File: src/gpio_port_cfg.svh
// register offsets, field positions, reset values for the port block
`ifndef GPIO_PORT_CFG_SVH
`define GPIO_PORT_CFG_SVH
`define OFS_PIN_VALUE 12'h000
`define OFS_DIRECTION 12'h004
`define OFS_LATCH 12'h008
`define OFS_ANALOG 12'h00c
`define OFS_STEER 12'h010
`define OFS_PERIPH_EN 12'h014
`define OFS_PERIPH_OUT 12'h018
`define RST_DIRECTION 8'hff
`define RST_LATCH 8'h00
`define RST_ANALOG 8'h2f
`define MASK_ANALOG 8'h2f
`define RST_STEER 8'h00
`define MASK_STEER 8'h03
`define BIT_CAPTURE_SEL 0
`define BIT_SELECT_SEL 1
`define PIN_A0 0
`define PIN_A5 5
`define PIN_B3 3
`define PIN_C1 1
`endif

File: src/gpio_port_pkg.sv
// types shared by the port block
package gpio_port_pkg;
  typedef logic [7:0] byte_t;
  typedef logic [31:0] word_t;
endpackage

File: src/pin_steer.sv
// routes moved functions onto their chosen pins
`timescale 1ns/1ps
`default_nettype none
`include "gpio_port_cfg.svh"
module pin_steer
  import gpio_port_pkg::*;
(
  // selections
  input wire logic selectSel,
  input wire logic captureSel,
  // moved function outputs
  input wire logic captureOutEn,
  input wire logic captureOut,
  // pin inputs
  input wire gpio_port_pkg::byte_t portAIn,
  input wire logic pinB3In,
  input wire logic pinC1In,
  // steered results
  output logic selectIn,
  output logic captureIn,
  output logic capOeB3,
  output logic capOeC1,
  output logic capOutB3,
  output logic capOutC1
);
  import gpio_port_pkg::*;
  assign selectIn = selectSel ? portAIn[`PIN_A0] : portAIn[`PIN_A5];
  assign captureIn = captureSel ? pinB3In : pinC1In;
  assign capOeB3 = captureSel & captureOutEn;
  assign capOeC1 = ~captureSel & captureOutEn;
  assign capOutB3 = captureOut;
  assign capOutC1 = captureOut;
endmodule
`default_nettype wire

File: src/gpio_port.sv
// eight-bit port with analog select and pin steering, APB slave
//
// Design decisions made here: register access over APB and the placing of the registers.
`timescale 1ns/1ps
`default_nettype none
`include "gpio_port_cfg.svh"
// What this block does
// - eight bits, each input or output
// - direction one disables output driver
// - direction zero drives latch bit
// - pin read gives pins, write hits latch
// - writes are read-modify-write into latch
// - latch write same, latch read latch
// - analog select disables digital input
// - analog pins read zero digitally
// - analog select leaves outputs working
// - analog select resets to analog
// - direction still drives analog pins
// - peripheral owns pin, still readable
// - bit one steers select input
// - bit zero steers capture unit two
// - steering leaves direction bits alone
// - steer bits 7-2 read zero, reset zero
// - highest priority enabled output wins
// - analog only on a0-a3 and a5
// - direction resets to all inputs
module gpio_port
  import gpio_port_pkg::*;
(
  // clock and reset
  input wire logic clk,
  input wire logic rst_n,
  // apb slave
  input wire logic psel,
  input wire logic penable,
  input wire logic pwrite,
  input wire logic [11:0] paddr,
  input wire gpio_port_pkg::word_t pwdata,
  output logic [31:0] prdata,
  output logic pready,
  output logic pslverr,
  // port pins
  input wire gpio_port_pkg::byte_t pinIn,
  output gpio_port_pkg::byte_t pinOut,
  output gpio_port_pkg::byte_t pinOe,
  output gpio_port_pkg::byte_t digitalEn,
  // on-chip peripheral override per pin
  input wire gpio_port_pkg::byte_t periphOutEn,
  input wire gpio_port_pkg::byte_t periphOut,
  // second capture unit pins, other ports
  input wire logic captureOutEn,
  input wire logic captureOut,
  input wire logic pinB3In,
  input wire logic pinC1In,
  output logic capOeB3,
  output logic capOeC1,
  output logic capOutB3,
  output logic capOutC1,
  // steered inputs to peripherals
  output logic selectIn,
  output logic captureIn
);
  import gpio_port_pkg::*;

  typedef struct packed {
    byte_t dir;
    byte_t lat;
    byte_t ana;
    byte_t steer;
    byte_t pins;
    word_t rdata;
  } state_s;

  state_s s_q, s_d;

  function automatic logic isOfs(input logic [11:0] a, input logic [11:0] o);
    isOfs = (a == o);
  endfunction

  logic setup;
  logic wr;
  byte_t digIn;
  assign setup = psel & ~penable;
  assign wr = psel & penable & pwrite;

  // input buffer gated by analog select
  assign digitalEn = ~s_q.ana;
  assign digIn = s_q.pins & ~s_q.ana;

  always_comb begin
    s_d = s_q;
    s_d.pins = pinIn;
    if (setup) begin
      s_d.rdata = 32'h0000_0000;
      if (isOfs(paddr, `OFS_PIN_VALUE)) s_d.rdata[7:0] = digIn;
      if (isOfs(paddr, `OFS_DIRECTION)) s_d.rdata[7:0] = s_q.dir;
      if (isOfs(paddr, `OFS_LATCH)) s_d.rdata[7:0] = s_q.lat;
      if (isOfs(paddr, `OFS_ANALOG)) s_d.rdata[7:0] = s_q.ana;
      if (isOfs(paddr, `OFS_STEER)) s_d.rdata[7:0] = s_q.steer;
      if (isOfs(paddr, `OFS_PERIPH_EN)) s_d.rdata[7:0] = periphOutEn;
      if (isOfs(paddr, `OFS_PERIPH_OUT)) s_d.rdata[7:0] = periphOut;
    end
    if (wr) begin
      // port and latch writes store latch
      if (isOfs(paddr, `OFS_PIN_VALUE) || isOfs(paddr, `OFS_LATCH)) begin
        s_d.lat = pwdata[7:0];
      end
      if (isOfs(paddr, `OFS_DIRECTION)) s_d.dir = pwdata[7:0];
      if (isOfs(paddr, `OFS_ANALOG)) s_d.ana = pwdata[7:0] & `MASK_ANALOG;
      if (isOfs(paddr, `OFS_STEER)) s_d.steer = pwdata[7:0] & `MASK_STEER;
    end
  end

  always_ff @(posedge clk) begin
    if (!rst_n) begin
      s_q.dir <= `RST_DIRECTION;
      s_q.lat <= `RST_LATCH;
      s_q.ana <= `RST_ANALOG;
      s_q.steer <= `RST_STEER;
      s_q.pins <= 8'h00;
      s_q.rdata <= 32'h0000_0000;
    end else begin
      s_q <= s_d;
    end
  end

  // read data is caught at setup so it stands for the whole access;
  // writes wait for the completing edge, so no early side effects
  assign pready = psel & penable;
  assign pslverr = 1'b0;
  assign prdata = s_q.rdata;

  genvar i;
  generate
    for (i = 0; i < 8; i++) begin : g_pin
      assign pinOe[i] = periphOutEn[i] | ~s_q.dir[i];
      assign pinOut[i] = periphOutEn[i] ? periphOut[i] : s_q.lat[i];
    end
  endgenerate

  pin_steer u_steer (
    .selectSel(s_q.steer[`BIT_SELECT_SEL]),
    .captureSel(s_q.steer[`BIT_CAPTURE_SEL]),
    .captureOutEn(captureOutEn),
    .captureOut(captureOut),
    .portAIn(digIn),
    .pinB3In(pinB3In),
    .pinC1In(pinC1In),
    .selectIn(selectIn),
    .captureIn(captureIn),
    .capOeB3(capOeB3),
    .capOeC1(capOeC1),
    .capOutB3(capOutB3),
    .capOutC1(capOutC1)
  );

  // a port write lands in the latch
  a_port_write: assert property (@(posedge clk) disable iff (!rst_n)
    wr && paddr == `OFS_PIN_VALUE |=> s_q.lat == $past(pwdata[7:0]))
    else $error("port write did not reach latch");
  a_analog_zero: assert property (@(posedge clk) disable iff (!rst_n)
    setup && paddr == `OFS_PIN_VALUE |=> (prdata[7:0] & s_q.ana) == 8'h00)
    else $error("analog pin read nonzero");
  a_input_hiz: assert property (@(posedge clk) disable iff (!rst_n)
    (s_q.dir[0] && !periphOutEn[0]) |-> !pinOe[0])
    else $error("input pin driven");
  a_output_drive: assert property (@(posedge clk) disable iff (!rst_n)
    (!s_q.dir[1] && !periphOutEn[1]) |-> pinOe[1] && pinOut[1] == s_q.lat[1])
    else $error("output pin not driving latch");
  a_steer_upper: assert property (@(posedge clk) disable iff (!rst_n)
    s_q.steer[7:2] == 6'h00)
    else $error("steer upper bits set");
  a_analog_mask: assert property (@(posedge clk) disable iff (!rst_n)
    (s_q.ana & ~`MASK_ANALOG) == 8'h00)
    else $error("unimplemented analog bit set");
  a_select_route: assert property (@(posedge clk) disable iff (!rst_n)
    s_q.steer[1] |-> selectIn == digIn[0])
    else $error("select input misrouted");
  a_capture_route: assert property (@(posedge clk) disable iff (!rst_n)
    s_q.steer[0] |-> !capOeC1)
    else $error("unselected capture pin driven");
  a_periph_wins: assert property (@(posedge clk) disable iff (!rst_n)
    periphOutEn[2] |-> pinOe[2] && pinOut[2] == periphOut[2])
    else $error("peripheral lost pin");
  a_pin_sample: assert property (@(posedge clk) disable iff (!rst_n)
    $past(rst_n) |-> s_q.pins == $past(pinIn))
    else $error("pin sample stale");
  a_dir_write: assert property (@(posedge clk) disable iff (!rst_n)
    wr && paddr == `OFS_DIRECTION |=> s_q.dir == $past(pwdata[7:0]))
    else $error("direction write lost");
  a_latch_write: assert property (@(posedge clk) disable iff (!rst_n)
    wr && paddr == `OFS_LATCH |=> s_q.lat == $past(pwdata[7:0]))
    else $error("latch write lost");
  // analog write keeps only implemented bits
  a_analog_write: assert property (@(posedge clk) disable iff (!rst_n)
    wr && paddr == `OFS_ANALOG |=>
    s_q.ana == ($past(pwdata[7:0]) & `MASK_ANALOG))
    else $error("analog write wrong");
  a_steer_write: assert property (@(posedge clk) disable iff (!rst_n)
    wr && paddr == `OFS_STEER |=> s_q.steer[1:0] == $past(pwdata[1:0]))
    else $error("steer write lost");
  a_steer_keeps: assert property (@(posedge clk) disable iff (!rst_n)
    wr && paddr == `OFS_STEER |=> $stable(s_q.dir))
    else $error("steer write changed direction");
  a_latch_read: assert property (@(posedge clk) disable iff (!rst_n)
    setup && paddr == `OFS_LATCH |=> prdata[7:0] == $past(s_q.lat))
    else $error("latch read wrong");
  a_pin_read: assert property (@(posedge clk) disable iff (!rst_n)
    setup && paddr == `OFS_PIN_VALUE |=> prdata[7:0] == $past(digIn))
    else $error("pin read wrong");
  a_read_upper: assert property (@(posedge clk) disable iff (!rst_n)
    prdata[31:8] == 24'h000000)
    else $error("upper read bits set");
  a_reset_dir: assert property (@(posedge clk) disable iff (!rst_n)
    !$past(rst_n) |-> s_q.dir == `RST_DIRECTION)
    else $error("direction reset wrong");
  a_reset_analog: assert property (@(posedge clk) disable iff (!rst_n)
    !$past(rst_n) |-> s_q.ana == `RST_ANALOG)
    else $error("analog reset wrong");
  a_reset_steer: assert property (@(posedge clk) disable iff (!rst_n)
    !$past(rst_n) |-> s_q.steer == `RST_STEER)
    else $error("steer reset wrong");
  a_digital_gate: assert property (@(posedge clk) disable iff (!rst_n)
    (digitalEn & s_q.ana) == 8'h00)
    else $error("input buffer on for analog pin");
  a_analog_output: assert property (@(posedge clk) disable iff (!rst_n)
    !s_q.dir[3] && s_q.ana[3] && !periphOutEn[3] |-> pinOe[3])
    else $error("analog output not driven");
  a_analog_driver: assert property (@(posedge clk) disable iff (!rst_n)
    s_q.dir[1] && s_q.ana[1] && !periphOutEn[1] |-> !pinOe[1])
    else $error("analog input pin driven");
  a_periph_read: assert property (@(posedge clk) disable iff (!rst_n)
    periphOutEn[5] && !s_q.ana[5] |-> digIn[5] == s_q.pins[5])
    else $error("peripheral pin unreadable");
  // select input on a5 by default
  a_select_a5: assert property (@(posedge clk) disable iff (!rst_n)
    !s_q.steer[1] |-> selectIn == digIn[5])
    else $error("select input not on a5");
  a_capture_b3: assert property (@(posedge clk) disable iff (!rst_n)
    s_q.steer[0] |-> captureIn == pinB3In)
    else $error("capture input not from b3");
  a_capture_c1: assert property (@(posedge clk) disable iff (!rst_n)
    !s_q.steer[0] |-> captureIn == pinC1In)
    else $error("capture input not from c1");
  a_capture_oe: assert property (@(posedge clk) disable iff (!rst_n)
    !s_q.steer[0] |-> !capOeB3 && capOeC1 == captureOutEn)
    else $error("capture drive misrouted to b3");
  a_capture_en: assert property (@(posedge clk) disable iff (!rst_n)
    s_q.steer[0] |-> capOeB3 == captureOutEn)
    else $error("capture drive missing on b3");
  a_port_oe: assert property (@(posedge clk) disable iff (!rst_n)
    (~s_q.dir & ~periphOutEn) == (pinOe & ~periphOutEn))
    else $error("port driver not from direction");
  a_periph_out: assert property (@(posedge clk) disable iff (!rst_n)
    ((pinOut ^ periphOut) & periphOutEn) == 8'h00)
    else $error("peripheral value lost");
  a_latch_out: assert property (@(posedge clk) disable iff (!rst_n)
    ((pinOut ^ s_q.lat) & ~periphOutEn) == 8'h00)
    else $error("latch value not on pin");
  // latch changes only by a write
  a_latch_hold: assert property (@(posedge clk) disable iff (!rst_n)
    !wr |=> $stable(s_q.lat))
    else $error("latch changed without write");
  // direction changes only by a write
  a_dir_hold: assert property (@(posedge clk) disable iff (!rst_n)
    !wr |=> $stable(s_q.dir))
    else $error("direction changed without write");
  // analog select changes only by a write
  a_analog_hold: assert property (@(posedge clk) disable iff (!rst_n)
    !wr |=> $stable(s_q.ana))
    else $error("analog select changed without write");
endmodule
`default_nettype wire

File: config.mk
export PLATFORM = sky130hd
export DESIGN_NAME = gpio_port
export DESIGN_NICKNAME = d
export VERILOG_FILES = /design/src/gpio_port_pkg.sv /design/src/pin_steer.sv /design/src/gpio_port.sv
export VERILOG_INCLUDE_DIRS = /design/src
export SDC_FILE = /design/constraint.sdc
export NUM_CORES = 1
export LEC_CHECK = 0
export ABC_AREA = 1
export CAP_MARGIN = 20
export CORE_ASPECT_RATIO = 0.8
export CORE_MARGIN = 1
export CORE_UTILIZATION = 25
export CTS_BUF_LIST = sky130_fd_sc_hd__clkbuf_8
export DETAILED_ROUTE_END_ITERATION = 8
export DONT_BUFFER_PORTS = 1
export PLACE_DENSITY_LB_ADDON = 0.05
export SLEW_MARGIN = 25
export SYNTH_ARGS = -nofsm -noshare
export SYNTH_HDL_FRONTEND = slang
export SYNTH_SLANG_ARGS = --single-unit
File: constraint.sdc
create_clock -name clk -period 1.49 [get_ports clk]
set_input_delay 0.447 -clock clk [delete_from_list [all_inputs] [get_ports clk]]
set_output_delay 0.447 -clock clk [all_outputs]
set_load 0.02 [all_outputs]
### Yosys cells after proc, flatten, opt, wreduce, memory -nomap -nowiden

Index checks and enable logic that the tools add are counted.

* flip-flop bits (word level): 39
* input port bits: 77
* output and inout port bits: 64
* logic and storage cells: 60

* equality and inequality tests: 6
* muxes and demuxes: 17
* bitwise logic cells: 25
* reduce and logical (&&, ||, !) cells: 6

Operators with widths (number)
* two-way mux 8 bit: 7
* equality test 12 x 5 -> 1 bit, second input constant: 3
* equality test 12 x 4 -> 1 bit, second input constant: 2
* equality test 12 x 3 -> 1 bit, second input constant: 1
* logical NOT 12 bit: 1
* two-way mux 1 bit: 10
* NOT 1 bit: 10
* bitwise AND 8 bit: 1
* NOT 6 -> 8 bit: 1
* bitwise OR 1 bit: 8
* AND reduction 2 bit: 4
* bitwise AND 1 bit: 5
* logical OR 1 bit: 1

### Logic depth before layout (Yosys ltp)

Gate-level depths: netlist of run 1.

* word-level depth: 9
* gate-level depth with buffers: 11
* gate-level depth less buffers: 11

### Modules after synthesis

From an unflattened synthesis of run 1, not the netlist that was laid out.

* cell total of the unflattened synthesis: 395
* area total of the unflattened synthesis: 2561.2 sq um

By module, submodules not included
* gpio_port: times used 1, cells each 381, area an instance 2501.1 sq um, sequential area each 780.7 sq um
* pin_steer: times used 1, cells each 14, area an instance 60.1 sq um, sequential area each 0.0 sq um

### Worst setup path after synthesis of run 1

No wires, ideal clock.

* path kind: input port to flip-flop
* start point: in paddr[11]
* end point: reg s_q[69] (netlist bit)
* library setup time: 0.142 ns
* data arrival time: 1.388 ns
* data required time: 1.348 ns
* setup slack: -0.040 ns
* stages: 9
* path buffers: 1
* cells stage by stage: nor2_2 -> nand2_4 -> inv_2 -> nand2_1 -> nor2_2 -> nand2_2 -> buf_6 -> nand2_1 -> o211ai_1

* cells in the longest elaborated chain, start to end: 2

Ends and longest elaborated chain
* start: declaration: line gpio_port.sv:37 `input wire logic [11:0] paddr,`
* equality test 12 x 3 -> 1 bit: line gpio_port.sv:77 `isOfs = (a == o);`
* AND reduction 2 bit (no line)
* end: declaration: line gpio_port.sv:74 `state_s s_q, s_d;`

Every way passes these cells.
A chain may end at the register's enable or synchronous reset.

### Worst setup path after layout of run 1

* start point: reg s_q[32] (netlist bit)
* end point: out selectIn

* cells in the longest elaborated chain, start to end: 2

Ends and longest elaborated chain
* bitwise AND 8 bit: line gpio_port.sv:88 `assign digIn = s_q.pins & ~s_q.ana;`
* two-way mux 1 bit: line pin_steer.sv:27 `` assign selectIn = selectSel ? portAIn[`PIN_A0] : portAIn[`PIN_A5]; ``
* end: declaration: line gpio_port.sv:60 `output logic selectIn,`

Every way passes these cells.

==> results of run 1 <==
==> layout by cell type, fill, tap and decap left out, drive strengths merged, types with 8 or more instances in the layout <==
cell and n:
buf 36, inv 57, a21oi 8, nor2 42, a211oi 8, nand3 19, o21ai 22, nand2 95
o211ai 13, dfxtp 39, conb 28
==> stage by stage <==
step | cell area, um2 | power, mW
6_report | 2870 | 2.26
5_1_grt | 2870 | 2.38
4_1_cts | 2840 | 2.30
3_5_place_dp | 2720 | 1.36
3_3_place_gp | 2720 | 1.36
2_1_floorplan | 2580 | 1.36
==> cells in the mapped netlist, drive strengths merged <==
cell / instances
nand2: 95
inv: 57
nor2: 42
buf: 41
dfxtp: 39
o21ai: 22
nand3: 19
o211ai: 13
a211oi: 8
a21oi: 8
nand4: 5
nor3: 5
clkbuf: 3
o21bai: 3
or2: 3
conb: 2
==> state kept, by name, indices dropped and copies added, names as in the netlist <==
signal	cells
s_q	31
prdata	8
==> critical path, cell delays in order, from the launching register on <==
cell,delay (ns)
dfxtp_1,0.31
inv_1,0.04
nor2_2,0.11
nand2_1,0.05
o21ai_1,0.07
buf_4,0.15
==> final cells by class <==
class / instances / area share, %
clock buffers: 5 / 2.40
inverters: 57 / 7.53
clock inverters: 3 / 1.52
multi-input cells: 251 / 45.3
repair buffers: 36 / 11.0
well taps: 115 / 5.01
flip-flops and latches: 39 / 27.3
==> metal layers <==
layer / wire [um] / global-route usage, %
met5: 0 / 0
met4: 57 / 3.73
met3: 489 / 4.43
met2: 2860 / 20.6
met1: 3650 / 20.8
==> where the power goes <==
group          switching [mW]  leakage (nW)  internal [mW]  total, mW
clock network           0.425        0.0581          0.499      0.925
registers              0.0125         0.319           1.06       1.07
logic                   0.193          1.11         0.0756      0.268
total                   0.631          1.49           1.63       2.26
==> how the worst min path moves through the flow <==
stage,from,to,slack [ns],depth (start not counted)
floorplan,s_q[68],s_q[68],0.44,2
detailed placement,s_q[70],s_q[70],0.46,2
global route,rst_n,s_q[64],0.20,1
CTS,rst_n,s_q[65],0.20,1
global placement,s_q[71],s_q[71],0.45,2
finish,rst_n,s_q[64],0.22,1
==> what timing repair did <==
action	4_1_cts	5_1_grt
pin swaps	0	9
setup endpoints to repair	9	10
setup buffers	0	1
gates cloned	0	0
gates resized for setup	11	19
==> logic make-up (layout without fill, tap and decap cells) <==
| family | count (synthesis) | count (layout) |
|---|---|---|
| AO/OA/AOI/OAI | 54 | 54 |
| flip-flops | 39 | 39 |
| AND/OR/NAND/NOR | 169 | 169 |
| buffers and inverters | 101 | 101 |
| other | 2 | 28 |
==> results.yml, run 1 <==
die:
  die_h_um: 90.7
  coreArea_um2: 9310
  start_util_pct: 26.4
  ios: 141
  num_rows: 31
  dieArea_um2: 10200
  die_w_um: 113
drt:
  postRouteAntennaNets: 0
  drtIter0Drc: 61
  viasPerCell: 4.19
  vias: 2119
  finalWirelength_mm: 7.06
  routedWlPerCell_um: 13.9
  drc: 0
  firstDrtPassIters: 4
cells_and_area:
  finish.utilization_pct: 30.9
  diodes: 0
  final_cells: 506
  drive_gt1_share_pct: 22.5
  nFillCells: 1047
  regArea_um2: 785
  final_nets: 467
  area_growth_pct: 16.8
  multiInputGateArea_um2: 1300
sta:
  setup_viol_count_final: 0
  rsz0062_at_grt: "yes"
  fin_tns_setup_ns: 0
  fin_crit_ns: 1.49
  fin_skew_ns: 0.00631
  slew_violations: 0
  fin_ws_ns: 0.00257
  hold_viol: 0
  max_clock_freq_mhz: 672
  finalCritPeriodShare_pct: 99.8
  hold_ws_ns: 0.224
synthesis:
  syn_area_per_cell_um2: 6.74
  synth-compound-area-share_pct: 15.3
  synth_fa_ha_area_share_pct: 0
  synth_seq_cells: 39
  synth_top_cell_by_area: "dfxtp_1"
  ys_types: 27
  yosys.area_share.simple_pct: 30.7
  synth_seq_area_share_pct: 31.8
  synth_top_family_by_area: "simple AND/OR/NAND/NOR gates"
  synth_top_cell_area_share_pct: 31.8
  synth_mux_area_share_pct: 0
  synth_warnings: 0
  synth_area_um2: 2460
  synth_xor_area_share_pct: 0
  syn_inst: 365
  ys_top_cells_by_area: "dfxtp_1 (32%), nand2_1 (14%), buf_4 (12%), inv_1 (8.2%), nor2_1 (5.2%)"
worst_setup_path:
  crit_type: "register to primary output"
  endpoint: "selectIn"
  r2r_slack_ns: 0.20
  ff2ff_path_depth: 7
  cp_max_fo: 2
  startpoint: "s_q[32]"
  crit_required_ns: 1.04
  endpoint_kind: "primary output"
  r2r_end: "prdata[3]"
  regToRegStartpoint: "s_q[51]"
  cp.arrival_ns: 1.04
  startpoint_type: "register"
worst_hold_path:
  min_path_type: "input port to register"
pwr:
  powerDensity_nw_per_um2: 788
  total_leakage_power_nw: 1.49
  vdd_drop_max_v: 0.000300
global_route:
  antenna_found_initial: 0
  grt_first_pass_wirelength_mm: 11.1
  grt.total_usage_pct: 14.5
  grt_max_degree: 25
  grt-ovfl-total: 0
  grt_pass1_vias: 2091
clocking:
  cts-buffers-inserted: 5
  clk_pin_slew_ns: 0.08
  clk_path_buf_depth: 2
  cts_sinks: 39
  cts_tree: "done"
  cts_max_level: 2
  cts_root_buf: "clkbuf_8"
  postCtsHoldBufs: 0
  clock_latency_ns: 0.30
placement:
  hpwlAfterDp_mm: 5.79
  dp.cells: 498
  gp_congestion: 0.773
  portBuffers: 0
  pre_cts_ws_ns: -0.281
run:
  maxCapViolations: 0
outcome:
  outcome: "finished, final reports clean"
No activity file was read; power rests on OpenSTA's default activity.
==> run 2, diff against run 1 <==
--- a/config.mk
+++ b/config.mk
@@ -6,12 +6,11 @@
 export SDC_FILE = /design/constraint.sdc
 export NUM_CORES = 1
 export LEC_CHECK = 0
-export ABC_AREA = 1
 export CAP_MARGIN = 20
 export CORE_ASPECT_RATIO = 0.8
 export CORE_MARGIN = 1
 export CORE_UTILIZATION = 25
-export CTS_BUF_LIST = sky130_fd_sc_hd__clkbuf_8
+export CTS_BUF_LIST = sky130_fd_sc_hd__clkbuf_16
 export DETAILED_ROUTE_END_ITERATION = 8
 export DONT_BUFFER_PORTS = 1
 export PLACE_DENSITY_LB_ADDON = 0.05
==> constraint.sdc (replaced) <==
create_clock -name clk -period 1.8 [get_ports clk]
set_input_delay 0.54 -clock clk [delete_from_list [all_inputs] [get_ports clk]]
set_output_delay 0.54 -clock clk [all_outputs]
set_load 0.02 [all_outputs]
==> results.yml, run 2 <==
global_route:
  grt_pass1_vias: 1904
  antenna_found_initial: 0
  grt_max_degree: 32
  grt-ovfl-total: 0
  grt.total_usage_pct: 14.8
  grt_first_pass_wirelength_mm: 11.2
worst_setup_path:
  crit_required_ns: 2.01
  cp_max_fo: 4
  cp.arrival_ns: 1.93
  startpoint_type: "input port"
  r2r_slack_ns: 0.44
  ff2ff_path_depth: 4
  max_stage_delay_ns: 0.56
  r2r_end: "prdata[0]"
  cpMaxStageDelayCell: "or4_4"
  crit_type: "input port to register"
  cp_cell_sequence: "or4_4 > nor4_4 > and3_4 > buf_6 > mux2i_1"
  endpoint_kind: "register"
  regToRegStartpoint: "s_q[48]"
drt:
  postRouteAntennaNets: 0
  viasPerCell: 4.76
  vias: 1975
  finalWirelength_mm: 7.45
  firstDrtPassIters: 4
  routedWlPerCell_um: 18.0
  drc: 0
  drtIter0Drc: 58
synthesis:
  synth_warnings: 0
  synth_top_cell_area_share_pct: 31.6
  synth_edf_count: 0
  syn_area_per_cell_um2: 8.45
  synth_seq_area_share_pct: 31.6
  syn_inst: 292
  ys_top_cells_by_area: "dfxtp_1 (32%), buf_4 (12%), mux2i_1 (6.9%), mux2_2 (4.1%), nand2b_1 (3.5%)"
  synth_area_um2: 2470
  async_flop_share_pct: 0
  synth_top_cell_by_area: "dfxtp_1"
  synth_seq_cells: 39
  ys.flop_type: "dfxtp_1"
  ys_top_cells_by_count: "buf_4 (39), dfxtp_1 (39), nand2_1 (21)"
  ys_types: 43
clocking:
  cts_root_buf: "clkbuf_16"
  cts-buffers-inserted: 5
  cts_max_level: 2
  postCtsHoldBufs: 0
  clock_latency_ns: 0.28
  cts_tree: "done"
  post_cts_resized: 0
  cts_setup_buffers: 0
  cts_sinks: 39
  clk_pin_slew_ns: 0.06
  clk_path_buf_depth: 2
worst_hold_path:
  min_path_type: "input port to register"
  hold_path_depth: 1
  min_to: "s_q[71]"
  hold_start: "rst_n"
sta:
  fin_crit_ns: 1.72
  fin_skew_ns: 0.00379
  slew_violations: 0
  hold_viol: 0
  finalCritPeriodShare_pct: 95.5
  rsz0062_at_grt: "no"
  setup_viol_count_final: 0
  max_clock_freq_mhz: 582
cells_and_area:
  diodes: 0
  finish.utilization_pct: 28.4
  area_growth_pct: 10.5
  drive_gt1_share_pct: 18.9
  final_common_cell: "dfxtp_1"
  finalInstanceArea_um2: 2730
  regMostFlops: "s_q"
  layout_common_cells: "dfxtp_1 (39), conb_1 (28), buf_4 (22), nand2_1 (21), nor2_1 (18)"
  final_cells: 415
  largest_register_ffs: 31
  final_nets: 372
  nFillCells: 1045
placement:
  gp_congestion: 0.702
  portBuffers: 0
  hpwlAfterDp_mm: 5.73
  dp.cells: 407
  dpl_cell_area_um2: 2580
pwr:
  power_mw: 1.99
  vdd_drop_max_v: 0.000317
  powerDensity_nw_per_um2: 731
  total_leakage_power_nw: 1.04
die:
  coreArea_um2: 9610
  die_h_um: 90.9
  ios: 141
  start_util_pct: 25.7
  die_w_um: 113
  dieArea_um2: 10300
  num_rows: 32
run:
  maxCapViolations: 0
outcome:
  outcome: "finished, final reports clean"
run 2: kinds of logic after synthesis:
family,after synthesis,share of synthesized area (%)
AO/OA/AOI/OAI,55,16.5
multiplexers,27,11.9
AND/OR/NAND/NOR,108,24.4
other,2,0.304
buffers and inverters,61,15.3
flip-flops,39,31.6
run 2: report_power, final:
part           total, mW  internal (mW)  switching [mW]
clock              0.869          0.506           0.363
combinational      0.238         0.0811           0.157
sequential         0.886          0.876         0.00984
total               1.99           1.46           0.529
run 2: final cells by class:
cell class              instances  area [um2]  share of cell area, %
repair buffers                 25         216                   7.94
well taps                     119         149                   5.46
clock buffers                   5         125                   4.59
multi-input cells             218        1420                   52.0
inverters                       6        22.5                  0.826
clock inverters                 3        16.3                  0.597
flip-flops and latches         39         781                   28.6
run 2: worst max path at each step:
| stage | from | endpoint | slack, ns | depth (start not counted) |
|---|---|---|---|---|
| final | paddr[11] | s_q[53] | 0.08 | 5 |
| after global routing | paddr[11] | s_q[53] | 0.02 | 5 |
| after CTS | paddr[7] | s_q[53] | 0.05 | 5 |
| after detailed placement | paddr[7] | s_q[50] | -0.24 | 5 |
| after global placement | paddr[7] | s_q[49] | -0.24 | 5 |
| after floorplan | paddr[7] | s_q[48] | -0.19 | 5 |
run 2: metal layers:
metal | up-vias | wire length [um] | track usage [%]
li1 | 975 | - | -
met1 | 923 | 3880 | 21.2
met2 | 73 | 3040 | 21.3
met3 | 4 | 475 | 4.09
met4 | 0 | 60 | 4.06
met5 | - | 0 | 0
run 2: through the flow:
| step | setup slack, ns | hold WS (ns) | TNS [ns] |
|---|---|---|---|
| floorplan | -0.185 | 0.434 | -0.926 |
| global placement | -0.240 | 0.467 | -3.06 |
| detailed placement | -0.241 | 0.469 | -2.86 |
| CTS | 0.0484 | 0.324 | 0 |
| global route | 0.0243 | 0.329 | 0 |
| finish | 0.0814 | 0.335 | 0 |
run 2: worst max-delay path, delay by kind of cell:
family | cells | cell delay, ns
simple gates | 3 | 1.09
mux | 1 | 0.17
buf+inv | 1 | 0.13
